[src/hdl/lcd_command_decoder_defines.svh]
// Purpose: constants of the character lcd command decoder
// Assumes: 40 MHz sys_clk
// Notes: offsets, field positions, reset values and timing counts
`ifndef LCD_COMMAND_DECODER_DEFINES_SVH
`define LCD_COMMAND_DECODER_DEFINES_SVH
// opcodes in data[7:4] of a command byte
`define LCD_OP_TEST 4'h0
`define LCD_OP_HOME 4'h1
`define LCD_OP_LINE 4'h2
`define LCD_OP_DISP 4'h3
`define LCD_OP_PSAVE 4'h4
`define LCD_OP_POWER 4'h5
`define LCD_OP_SYSTEM 4'h6
`define LCD_NOP_BYTE 8'h00
`define LCD_ADDR_SET_BIT 7
// address counter preset of cursor home
`define LCD_HOME_ADDR 7'h30
// normal-bank data spaces below character display ram
`define LCD_ICON_ON_BASE 7'h00
`define LCD_ICON_BLINK_BASE 7'h10
`define LCD_CONTRAST_ADDR 7'h20
`define LCD_ICON_COUNT 7'h0A
// reset values
`define LCD_SCROLL_RST 2'h0
`define LCD_LINE_RST 4'h0
`define LCD_DISP_RST 4'h0
`define LCD_PSAVE_RST 2'h0
`define LCD_POWER_RST 4'h0
`define LCD_BIAS_RST 4'h8
`define LCD_SYSTEM_RST 4'h0
`define LCD_CONTRAST_RST 5'h00
`define LCD_ICON_RST 10'h000
`define LCD_ADDR_RST 7'h00
// timing
`define LCD_CLK_PERIOD_NS 25
`define LCD_RESUME_NS 1000
`define LCD_RESUME_CYC \
  ((`LCD_RESUME_NS + `LCD_CLK_PERIOD_NS - 1) / `LCD_CLK_PERIOD_NS)
`endif

[src/hdl/lcd_command_decoder_pkg.sv]
// Purpose: types of the character lcd command decoder
// Assumes: nothing
// Notes: field order matches the data bits d3..d0 of each command, d1..d0 for power save
package lcd_command_decoder_pkg;
  typedef struct packed {
    logic cursor_on;
    logic cursor_blink;
    logic ext_bank_select;
    logic display_on;
  } display_cursor_s;
  typedef struct packed {
    logic osc_run;
    logic power_save;
  } power_save_s;
  typedef struct packed {
    logic high_drive;
    logic regulator_on;
    logic follower_on;
    logic booster_on;
  } power_circuit_s;
  typedef struct packed {
    logic internal_divider_sel;
    logic bias_select;
    logic [1:0] divider_ratio;
  } bias_divider_s;
  typedef struct packed {
    logic [1:0] font_rom_sel;
    logic com_scan_dir;
    logic user_glyph_ram_en;
  } system_config_s;
  typedef struct packed {
    logic en;
    logic ext_space;
    logic [6:0] addr;
    logic [7:0] data;
  } ram_write_s;
endpackage : lcd_command_decoder_pkg

[src/hdl/lcd_command_decoder.sv]
// Purpose: command decoder and reset setup of a character lcd driver
// Assumes: host bus inputs synchronous to sys_clk
// Notes: a write is decoded when wr_n rises, using the bus seen while low
`timescale 1ns/100ps
`include "lcd_command_decoder_defines.svh"
module lcd_command_decoder #(
  parameter int RESUME_CYC = `LCD_RESUME_CYC
)
(
  input wire logic sys_clk,
  input wire logic reset_n,
  input wire logic wr_n,
  input wire logic cmd_data_select,
  input wire logic [7:0] data_in,
  output logic ready,
  output logic test_mode,
  output logic [1:0] line_scroll_amount,
  output logic [3:0] reverse_blink_flags,
  output logic [3:0] line_double_height_flags,
  output lcd_command_decoder_pkg::display_cursor_s display_cursor_control,
  output lcd_command_decoder_pkg::power_save_s power_save_control,
  output lcd_command_decoder_pkg::power_circuit_s power_circuit_control,
  output lcd_command_decoder_pkg::bias_divider_s bias_divider_control,
  output lcd_command_decoder_pkg::system_config_s system_configuration,
  output logic glyph_inversion_config,
  output logic [4:0] contrast,
  output logic [9:0] icon_segment_on,
  output logic [9:0] icon_segment_blink,
  output logic [6:0] address_counter,
  output logic addr_space_ext,
  output logic cursor_home_move,
  output lcd_command_decoder_pkg::ram_write_s ram_write
);
  logic wr_n_prev_reg;
  logic [7:0] cap_data_reg;
  logic cap_a0_reg;
  logic [6:0] resume_cnt_reg;
  logic last_access_ext_reg;
  logic write_done;
  logic fire;
  logic cmd_fire;
  logic data_fire;
  logic ext;
  logic [3:0] op;
  logic [6:0] icon_on_idx;
  logic [6:0] icon_blink_idx;

  // strobe completion detect; bus is latched while wr_n is low
  always_ff @(posedge sys_clk or negedge reset_n)
  begin
    if (!reset_n)
    begin
      wr_n_prev_reg <= 1'b1;
      cap_data_reg <= 8'h00;
      cap_a0_reg <= 1'b0;
    end
    else
    begin
      wr_n_prev_reg <= wr_n;
      if (!wr_n)
      begin
        cap_data_reg <= data_in;
        cap_a0_reg <= cmd_data_select;
      end
    end
  end

  // one decode per low-to-high edge of wr_n once ready is high
  assign write_done = !wr_n_prev_reg && wr_n;
  assign fire = write_done && ready;
  assign cmd_fire = fire && !cap_a0_reg;
  assign data_fire = fire && cap_a0_reg;
  assign ext = display_cursor_control.ext_bank_select;
  assign op = cap_data_reg[7:4];
  assign icon_on_idx = address_counter - `LCD_ICON_ON_BASE;
  assign icon_blink_idx = address_counter - `LCD_ICON_BLINK_BASE;

  // writes are dropped until the resume time after reset has run out
  always_ff @(posedge sys_clk or negedge reset_n)
  begin
    if (!reset_n)
    begin
      resume_cnt_reg <= 7'h00;
      ready <= 1'b0;
    end
    else if (!ready)
    begin
      resume_cnt_reg <= resume_cnt_reg + 7'h01;
      if (resume_cnt_reg == 7'(RESUME_CYC - 1))
        ready <= 1'b1;
    end
  end

  always_ff @(posedge sys_clk or negedge reset_n)
  begin
    if (!reset_n)
      test_mode <= 1'b0;
    else if (cmd_fire && op == `LCD_OP_TEST)
      test_mode <= (cap_data_reg[3:0] != 4'h0);
  end

  always_ff @(posedge sys_clk or negedge reset_n)
  begin
    if (!reset_n)
      line_scroll_amount <= `LCD_SCROLL_RST;
    else if (cmd_fire && op == `LCD_OP_HOME)
    begin
      if (ext)
        line_scroll_amount <= cap_data_reg[1:0];
      else
        line_scroll_amount <= `LCD_SCROLL_RST;
    end
  end

  always_ff @(posedge sys_clk or negedge reset_n)
  begin
    if (!reset_n)
    begin
      reverse_blink_flags <= `LCD_LINE_RST;
      line_double_height_flags <= `LCD_LINE_RST;
    end
    else if (cmd_fire && op == `LCD_OP_LINE)
    begin
      if (ext)
        line_double_height_flags <= cap_data_reg[3:0];
      else
        reverse_blink_flags <= cap_data_reg[3:0];
    end
  end

  // accepted in both banks; new bank governs the next byte
  always_ff @(posedge sys_clk or negedge reset_n)
  begin
    if (!reset_n)
      display_cursor_control <= `LCD_DISP_RST;
    else if (cmd_fire && op == `LCD_OP_DISP)
      display_cursor_control <= cap_data_reg[3:0];
  end

  always_ff @(posedge sys_clk or negedge reset_n)
  begin
    if (!reset_n)
      power_save_control <= `LCD_PSAVE_RST;
    else if (cmd_fire && op == `LCD_OP_PSAVE)
      power_save_control <= cap_data_reg[1:0];
  end

  always_ff @(posedge sys_clk or negedge reset_n)
  begin
    if (!reset_n)
    begin
      power_circuit_control <= `LCD_POWER_RST;
      bias_divider_control <= `LCD_BIAS_RST;
    end
    else if (cmd_fire && op == `LCD_OP_POWER)
    begin
      if (ext)
        bias_divider_control <= cap_data_reg[3:0];
      else
        power_circuit_control <= cap_data_reg[3:0];
    end
  end

  always_ff @(posedge sys_clk or negedge reset_n)
  begin
    if (!reset_n)
    begin
      system_configuration <= `LCD_SYSTEM_RST;
      glyph_inversion_config <= 1'b0;
    end
    else if (cmd_fire && op == `LCD_OP_SYSTEM)
    begin
      if (ext)
        glyph_inversion_config <= cap_data_reg[1];
      else
        system_configuration <= cap_data_reg[3:0];
    end
  end

  // address counter and the space it points into
  always_ff @(posedge sys_clk or negedge reset_n)
  begin
    if (!reset_n)
    begin
      address_counter <= `LCD_ADDR_RST;
      addr_space_ext <= 1'b0;
    end
    else if (cmd_fire && cap_data_reg[`LCD_ADDR_SET_BIT])
    begin
      address_counter <= cap_data_reg[6:0];
      addr_space_ext <= ext;
    end
    else if (cmd_fire && op == `LCD_OP_HOME && !ext)
    begin
      address_counter <= `LCD_HOME_ADDR;
      addr_space_ext <= 1'b0;
    end
    else if (data_fire)
      address_counter <= address_counter + 7'h01;
  end

  // cursor jumps home only if the previous ram access was normal-bank
  always_ff @(posedge sys_clk or negedge reset_n)
  begin
    if (!reset_n)
    begin
      last_access_ext_reg <= 1'b0;
      cursor_home_move <= 1'b0;
    end
    else
    begin
      if (data_fire)
        last_access_ext_reg <= addr_space_ext;
      cursor_home_move <= cmd_fire && op == `LCD_OP_HOME && !ext &&
        display_cursor_control.cursor_on && !last_access_ext_reg;
    end
  end

  // data bytes leave as a one-cycle write; icon and contrast kept here
  always_ff @(posedge sys_clk or negedge reset_n)
  begin
    if (!reset_n)
      ram_write <= '0;
    else
    begin
      ram_write.en <= data_fire;
      if (data_fire)
      begin
        ram_write.ext_space <= addr_space_ext;
        ram_write.addr <= address_counter;
        ram_write.data <= cap_data_reg;
      end
    end
  end

  always_ff @(posedge sys_clk or negedge reset_n)
  begin
    if (!reset_n)
    begin
      contrast <= `LCD_CONTRAST_RST;
      icon_segment_on <= `LCD_ICON_RST;
      icon_segment_blink <= `LCD_ICON_RST;
    end
    else if (data_fire && !addr_space_ext)
    begin
      if (address_counter == `LCD_CONTRAST_ADDR)
        contrast <= cap_data_reg[4:0];
      else if (icon_on_idx < `LCD_ICON_COUNT)
        icon_segment_on[icon_on_idx[3:0]] <= cap_data_reg[0];
      else if (icon_blink_idx < `LCD_ICON_COUNT)
        icon_segment_blink[icon_blink_idx[3:0]] <= cap_data_reg[0];
    end
  end
endmodule : lcd_command_decoder

[config.mk]
export PLATFORM = sky130hd
export DESIGN_NAME = lcd_command_decoder
export DESIGN_NICKNAME = d
export VERILOG_FILES = /design/src/hdl/lcd_command_decoder_pkg.sv /design/src/hdl/lcd_command_decoder.sv
export VERILOG_INCLUDE_DIRS = /design/src /design/src/hdl
export SDC_FILE = /design/constraint.sdc
export NUM_CORES = 1
export LEC_CHECK = 0
export ABC_AREA = 1
export BUFFER_PORTS_ARGS = -buffer_cell sky130_fd_sc_hd__clkbuf_2
export CAP_MARGIN = 20
export CORE_ASPECT_RATIO = 1.4
export CORE_MARGIN = 2
export CORE_UTILIZATION = 44
export DETAILED_ROUTE_END_ITERATION = 7
export GPL_TIMING_DRIVEN = 0
export PLACE_DENSITY_LB_ADDON = 0.05
export SYNTH_ARGS = -nofsm -noshare
export SYNTH_HDL_FRONTEND = slang
export SYNTH_SLANG_ARGS = --single-unit
export TNS_END_PERCENT = 100
[constraint.sdc]
create_clock -name sys_clk -period 4.1 [get_ports sys_clk]
set_input_delay 1.025 -clock sys_clk [delete_from_list [all_inputs] [get_ports sys_clk]]
set_output_delay 1.025 -clock sys_clk [all_outputs]
set_load 0.01 [all_outputs]
==> flow_summary.yaml, run 1 <==
status:
  run_status: "finished clean"
worst_hold_path:
  worstHoldPathType: "reg -> reg"
  holdPathStages: 1
global_routing:
  grt_pass1_vias: 3520
  grt_use_total_pct: 21.5
  grt_max_degree: 61
  grt_pass1_wl_microns: 17700
  antenna_found_initial: 0
  grt-ovfl-total: 0
clock_tree:
  holdBufCountCts: 0
  h-tree-depth: 3
  clk_path_buf_depth: 2
  insertion_delay_ns: 0.34
  cts_root_buffer: "clkbuf_16"
  clock_sinks: 99
  clk_pin_slew_ns: 0.07
  postCtsSetupBuffers: 0
  post_cts_resized: 0
  cts_buffers: 9
  tritoncts: "built"
floorplanning:
  num_io_pins: 94
  start_util_pct: 44.7
  die_h_microns: 122
  die_area_sq_um: 10800
  core_sq_um: 9790
  chipWidth_microns: 88.3
  row_count: 43
pwr:
  p_leak_nw: 2.76
  switchingPower_mw: 0.733
  p_per_area_nw_per_um2: 464
  vdd_drop_max_v: 0.000243
  p_int_mw: 1.75
  p_comb_share_pct: 19.1
  p_total_mw: 2.48
  clkPwrFrac_pct: 36.1
  swShare_pct: 29.6
  sequentialPowerShare_pct: 44.8
route:
  wl_microns: 10800
  ant_nets: 0
  drc: 0
  avgViaCountPerCell: 4.87
  drt_iter0_markers: 225
  drt-wirelength-per-cell_microns: 14.5
  vias: 3646
  drt-pass1-iter-count: 4
critical_path:
  critPathLaunchType: "primary input"
  worstReg2RegStart: "address_counter[4]"
  r2r_end: "icon_segment_blink[1]"
  cp-startpoint: "wr_n"
  end_kind: "register"
  worst-r2r-setup-slack_ns: 2.03
  crit_fanout: 10
  cp.arrival_ns: 2.33
  crit_required_ns: 4.31
  crit_path_end: "icon_segment_on[6]"
  rr_worst_depth: 9
  criticalPathCategory: "in -> reg"
logic_synthesis:
  syn_nets: 525
  synth.distinct_cells: 28
  synth-compound-area-share_pct: 9.16
  synth_xor_area_share_pct: 1.40
  synth_top_family_by_area: "simple AND/OR/NAND/NOR gates"
  synthCells: 505
  synth.avg_cell_area_sq_um: 8.66
  synth.top_cell.area_share_pct: 55.5
  yosys-top-cells-area: "dfrtp_1 56%, nand2_1 12%, o21ai_0 6.0%, nand3_1 5.3%, inv_1 4.5%"
  seq_area_frac_synth_pct: 56.7
  yosysWarnings: 0
  synth_seq_cells: 99
  syn-cell-area_sq_um: 4370
  yosys.cell_count.top_type: "nand2_1"
  synth_flop_cell: "dfrtp_1"
  synth_top_cell_by_area: "dfrtp_1"
  synthArstFlopShare_pct: 100
  yosys-top-cells-count: "138 x nand2_1, 97 x dfrtp_1, 52 x inv_1, 52 x o21ai_0, 46 x nand3_1"
  synth_enable_flop_cells: 0
  synthMuxAreaShare_pct: 0
  synthAdderAreaFrac_pct: 2.29
  synthSimpleGateAreaFrac_pct: 23.7
final_layout:
  fill_cells: 996
  num_antenna_cells: 0
  syn_to_final_growth_pct: 22.3
  final_cells: 749
  largestRegisters: "ram_write (17), icon_segment_blink (10), icon_segment_on (10)"
  design_area_sq_um: 5350
  fin_nets: 630
  largest_register_ffs: 17
  drive_gt1_share_pct: 20.8
  finalCoreUtilization_pct: 54.6
  top_register: "ram_write"
placement:
  placed_cell_area_sq_um: 5030
  gp_congestion: 0.799
  dp.final_hpwl_microns: 7890
  io_buffers: 93
  preCtsSetupSlack_ns: 1.63
  dp.cells: 734
timing:
  max_freq_mhz: 470
  fin_crit_ns: 2.13
  slew_headroom_pct: 43.6
  worst_slack_ns: 1.97
  fin_setup_tns_ns: 0
  slew_violations: 0
  period_share_pct: 51.9
  hold_viol: 0
  worst_clock_skew_ns: 0.00867
  max_slew.worst_pin.slew_ns: 0.846
  whs_ns: 0.467
  rsz0062_at_grt: "false"
  setup_viol: 0
job:
  max-cap-violations: 0
## metal layers
layer	wire length, microns	GRT usage (%)
met1	4580	26.8
met2	5610	37.0
met3	508	4.54
met4	126	6.91
met5	0	0
## critical path, cell delays in order
cell,delay [ns]
clkbuf_2,0.09
buf_4,0.15
nand2_2,0.08
nor2_2,0.15
nand3_1,0.14
nor2_1,0.15
buf_2,0.24
nand3_1,0.13
nand2_1,0.11
o21ai_1,0.07
## cells by family after synthesis
kind of cell / count (synthesis)
compound gates: 78
simple gates: 240
fa+ha+maj: 8
xor+xnor: 7
buf+inv: 73
flops: 99
## layout make-up
cell class | instances | area, sq um | area share [%]
plain buffers | 19 | 92.6 | 1.73
well taps | 135 | 169 | 3.16
clock buffers | 11 | 243 | 4.54
clock inverters | 4 | 76.3 | 1.43
inverters | 54 | 203 | 3.79
multi-input cells | 333 | 1600 | 29.9
flip-flops and latches | 99 | 2480 | 46.4
repair buffers | 94 | 488 | 9.12
## worst min path at each step
stage | slack [ns] | end | startpoint
2_1_floorplan | 0.44 | resume_cnt_reg[6] | resume_cnt_reg[6]
3_3_place_gp | 0.46 | resume_cnt_reg[6] | resume_cnt_reg[6]
3_5_place_dp | 0.46 | resume_cnt_reg[6] | resume_cnt_reg[6]
4_1_cts | 0.47 | resume_cnt_reg[6] | resume_cnt_reg[6]
5_1_grt | 0.50 | resume_cnt_reg[6] | resume_cnt_reg[6]
6_report | 0.47 | resume_cnt_reg[6] | resume_cnt_reg[6]
## layout by cell type, fill, tap and decap left out, drive strengths merged
cell | netlist | routed
o22ai | 1 | 1
clkbuf | 10 | 114
dfrtp | 97 | 97
nand4 | 13 | 13
xnor2 | 2 | 2
xor2 | 5 | 5
ha | 8 | 8
clkinvlp | 0 | 1
nor2 | 31 | 31
nand2 | 140 | 140
buf | 9 | 10
nand3b | 1 | 1
a21oi | 12 | 12
o21ai | 62 | 62
nor4 | 1 | 1
o41ai | 1 | 1
clkinv | 0 | 1
o31ai | 2 | 2
nand3 | 47 | 47
inv | 54 | 54
nor3 | 6 | 6
or2 | 1 | 1
dfstp | 2 | 2
bufinv | 0 | 2
## power by group through the flow
stage,clock network [mW],registers (mW),logic (mW)
2_1_floorplan,0,1.14,0.261
3_3_place_gp,0,1.13,0.467
3_5_place_dp,0,1.13,0.474
4_1_cts,0.923,1.11,0.477
5_1_grt,0.965,1.12,0.534
6_report,0.894,1.11,0.474
Note: power is estimated with default switching activity, not from simulation.
==> inputs of run 2 (changes only) <==
- ABC_AREA: 1 -> 0
- clock period: 4.1 -> 1.7 ns (I/O delays scaled with it)
==> run 2 against run 1 <==
  * The run now ends with negative setup slack left
  * Highest routed layer unchanged
  * Count of clock-buffer cells in the layout fell by 2
  * Critical path type is now reg -> reg
  * Total power grew to 2.6 times the previous value
  * Sequential share of layout area down 4.1 points
  * Combinational power rose to 3.1 times the previous value
  * Die area hardly changed
  * Global-route usage is 1.4 points lower
  * First-iteration DRC count is 32% lower
  * Sequential power rose by 140%
  * Non-clock buffer count increased by 27
  * Cell area grew 9.9%
==> flow_summary.yaml, run 2 <==
final_layout:
  fill_cells: 849
  mostFrequentLayoutCells: "97 x clkbuf_2, 91 x dfrtp_1, 49 x mux2_2"
  largestRegisters: "ram_write (17), icon_segment_blink (10), icon_segment_on (10)"
  largest_register_ffs: 17
  top_register: "ram_write"
  design_area_sq_um: 5880
  final_cells: 609
  syn_to_final_growth_pct: 34.5
  layout_commonest_cell: "clkbuf_2"
  finalCoreUtilization_pct: 60.0
  drive_gt1_share_pct: 56.5
  fin_nets: 489
  num_antenna_cells: 0
critical_path:
  critPathLaunchType: "register"
  criticalPathCategory: "reg -> reg"
  end_kind: "register"
  crit_required_ns: 1.93
  crit_fanout: 5
  worstReg2RegStart: "address_counter[4]"
  cp.arrival_ns: 2.03
  cp-startpoint: "address_counter[4]"
floorplanning:
  die_h_microns: 122
  die_area_sq_um: 10800
  core_sq_um: 9790
  start_util_pct: 44.6
  num_io_pins: 94
  chipWidth_microns: 88.2
  row_count: 43
clock_tree:
  clk_path_buf_depth: 2
  h-tree-depth: 3
  holdBufCountCts: 0
  tritoncts: "built"
  insertion_delay_ns: 0.35
  cts_root_buffer: "clkbuf_16"
  cts_buffers: 9
  clk_pin_slew_ns: 0.07
  clock_sinks: 99
route:
  vias: 3150
  drt-wirelength-per-cell_microns: 17.0
  ant_nets: 0
  drt_iter0_markers: 152
  wl_microns: 10300
  drt-pass1-iter-count: 6
  drc: 0
  avgViaCountPerCell: 5.17
timing:
  setup_viol: 17
  worst_slack_ns: -0.0962
  worst_clock_skew_ns: 0.00835
  max_freq_mhz: 557
  fin_crit_ns: 1.80
  max_slew.worst_pin.slew_ns: 0.568
  slew_headroom_pct: 62.2
  whs_ns: 0.0952
  period_share_pct: 106
  hold_viol: 0
  fin_setup_tns_ns: -0.914
  slew_violations: 0
  rsz0062_at_grt: "true"
global_routing:
  grt_use_total_pct: 20.2
  grt_pass1_vias: 3151
  grt_max_degree: 62
  grt_pass1_wl_microns: 16400
  antenna_found_initial: 0
  grt-ovfl-total: 0
pwr:
  p_comb_share_pct: 22.7
  p_per_area_nw_per_um2: 1080
  sequentialPowerShare_pct: 42.6
  p_total_mw: 6.37
  vdd_drop_max_v: 0.000551
  switchingPower_mw: 1.88
  clkPwrFrac_pct: 34.6
  p_int_mw: 4.48
  swShare_pct: 29.6
  p_leak_nw: 2.90
placement:
  preCtsSetupSlack_ns: -0.421
  dp.final_hpwl_microns: 7050
  gp_congestion: 0.772
  placed_cell_area_sq_um: 5150
  dp.cells: 569
  io_buffers: 93
job:
  max-cap-violations: 0
logic_synthesis:
  yosysWarnings: 0
  synthCells: 340
  synth_seq_cells: 99
  yosys-top-cells-count: "97 x dfrtp_1, 63 x mux2_2, 25 x nand2_1, 18 x nand3_1, 17 x clkbuf_1"
  synth_xor_area_share_pct: 1.40
  syn_nets: 360
  synth-compound-area-share_pct: 4.52
  synthAdderAreaFrac_pct: 2.29
  yosys-top-cells-area: "dfrtp_1 56%, mux2_2 16%, mux2_1 2.6%, ha_1 2.3%, nand2_1 2.1%"
  synth.distinct_cells: 51
  synthArstFlopShare_pct: 100
  synth.top_cell.area_share_pct: 55.5
  synth_flop_cell: "dfrtp_1"
  synthMuxAreaShare_pct: 19.5
  seq_area_frac_synth_pct: 56.7
  synth_top_cell_by_area: "dfrtp_1"
  synth_enable_flop_cells: 0
  syn-cell-area_sq_um: 4370
  yosys.cell_count.top_type: "dfrtp_1"
  synth.avg_cell_area_sq_um: 12.9
  synthSimpleGateAreaFrac_pct: 12.7
  synth_top_family_by_area: "multiplexers"
status:
  run_status: "complete, but fails checks"
  failed_checks: "negative setup slack"
worst_hold_path:
  worstHoldPathType: "in -> async"
[run 2: worst max-delay path, stage by stage (launching register included)]
cell,delay [ns]
dfrtp_2,0.40
inv_2,0.07
ha_4,0.16
xor2_2,0.15
nor4_4,0.31
buf_4,0.22
nand3_2,0.08
mux2_4,0.30
[run 2: path summary, 6_finish.rpt]
check	cells past startpoint	slack, ns	endpoint
max in group asynchronous	2	0.88	bias_divider_control[3]
min reg2reg	1	0.47	resume_cnt_reg[6]
min in group sys_clk	1	0.24	wr_n_prev_reg
max reg2reg	7	-0.1	icon_segment_blink[1]
max	7	-0.1	icon_segment_blink[1]
min	1	0.1	ram_write[16]
[run 2: power groups by stage]
stage          clock network, mW  registers (mW)  logic [mW]
2_1_floorplan                  0            2.82       0.622
3_3_place_gp                   0            2.77        1.11
3_5_place_dp                   0            2.78        1.14
4_1_cts                     2.24            2.70        1.35
5_1_grt                     2.35            2.74        1.58
6_report                    2.20            2.71        1.45
[run 2: routing by layer]
metal	vias to the layer above	part of all wire [%]	track usage [%]
met4	0	2.8	11.4
met3	20	4.7	4.13
li1	1476	-	-
met5	-	0	0
met1	1571	40	24.6
met2	83	52	32.9
[run 2: kinds of logic after synthesis]
family | Yosys count
buf+inv | 31
compound gates | 30
fa+ha+maj | 8
simple gates | 89
xor+xnor | 7
mux | 76
flops | 99
[run 2: area by class of cell]
type	count	area [sq um]	area share (%)
Sequential cell	99	2490	42.3
Buffer	20	105	1.79
Tap cell	135	169	2.87
Multi-Input combinational cell	210	2050	34.9
Clock inverter	7	97.6	1.66
Inverter	9	33.8	0.575
Clock buffer	9	225	3.83
Timing Repair Buffer	120	709	12.1
[run 2: repair_timing]
| action | in CTS | in global routing |
|---|---|---|
| gates resized for setup | 27 | 43 |
| endpoints found under the setup margin | 67 | 61 |
| pin swaps | 10 | 8 |
| gates cloned | 0 | 1 |
| setup buffers | 19 | 6 |
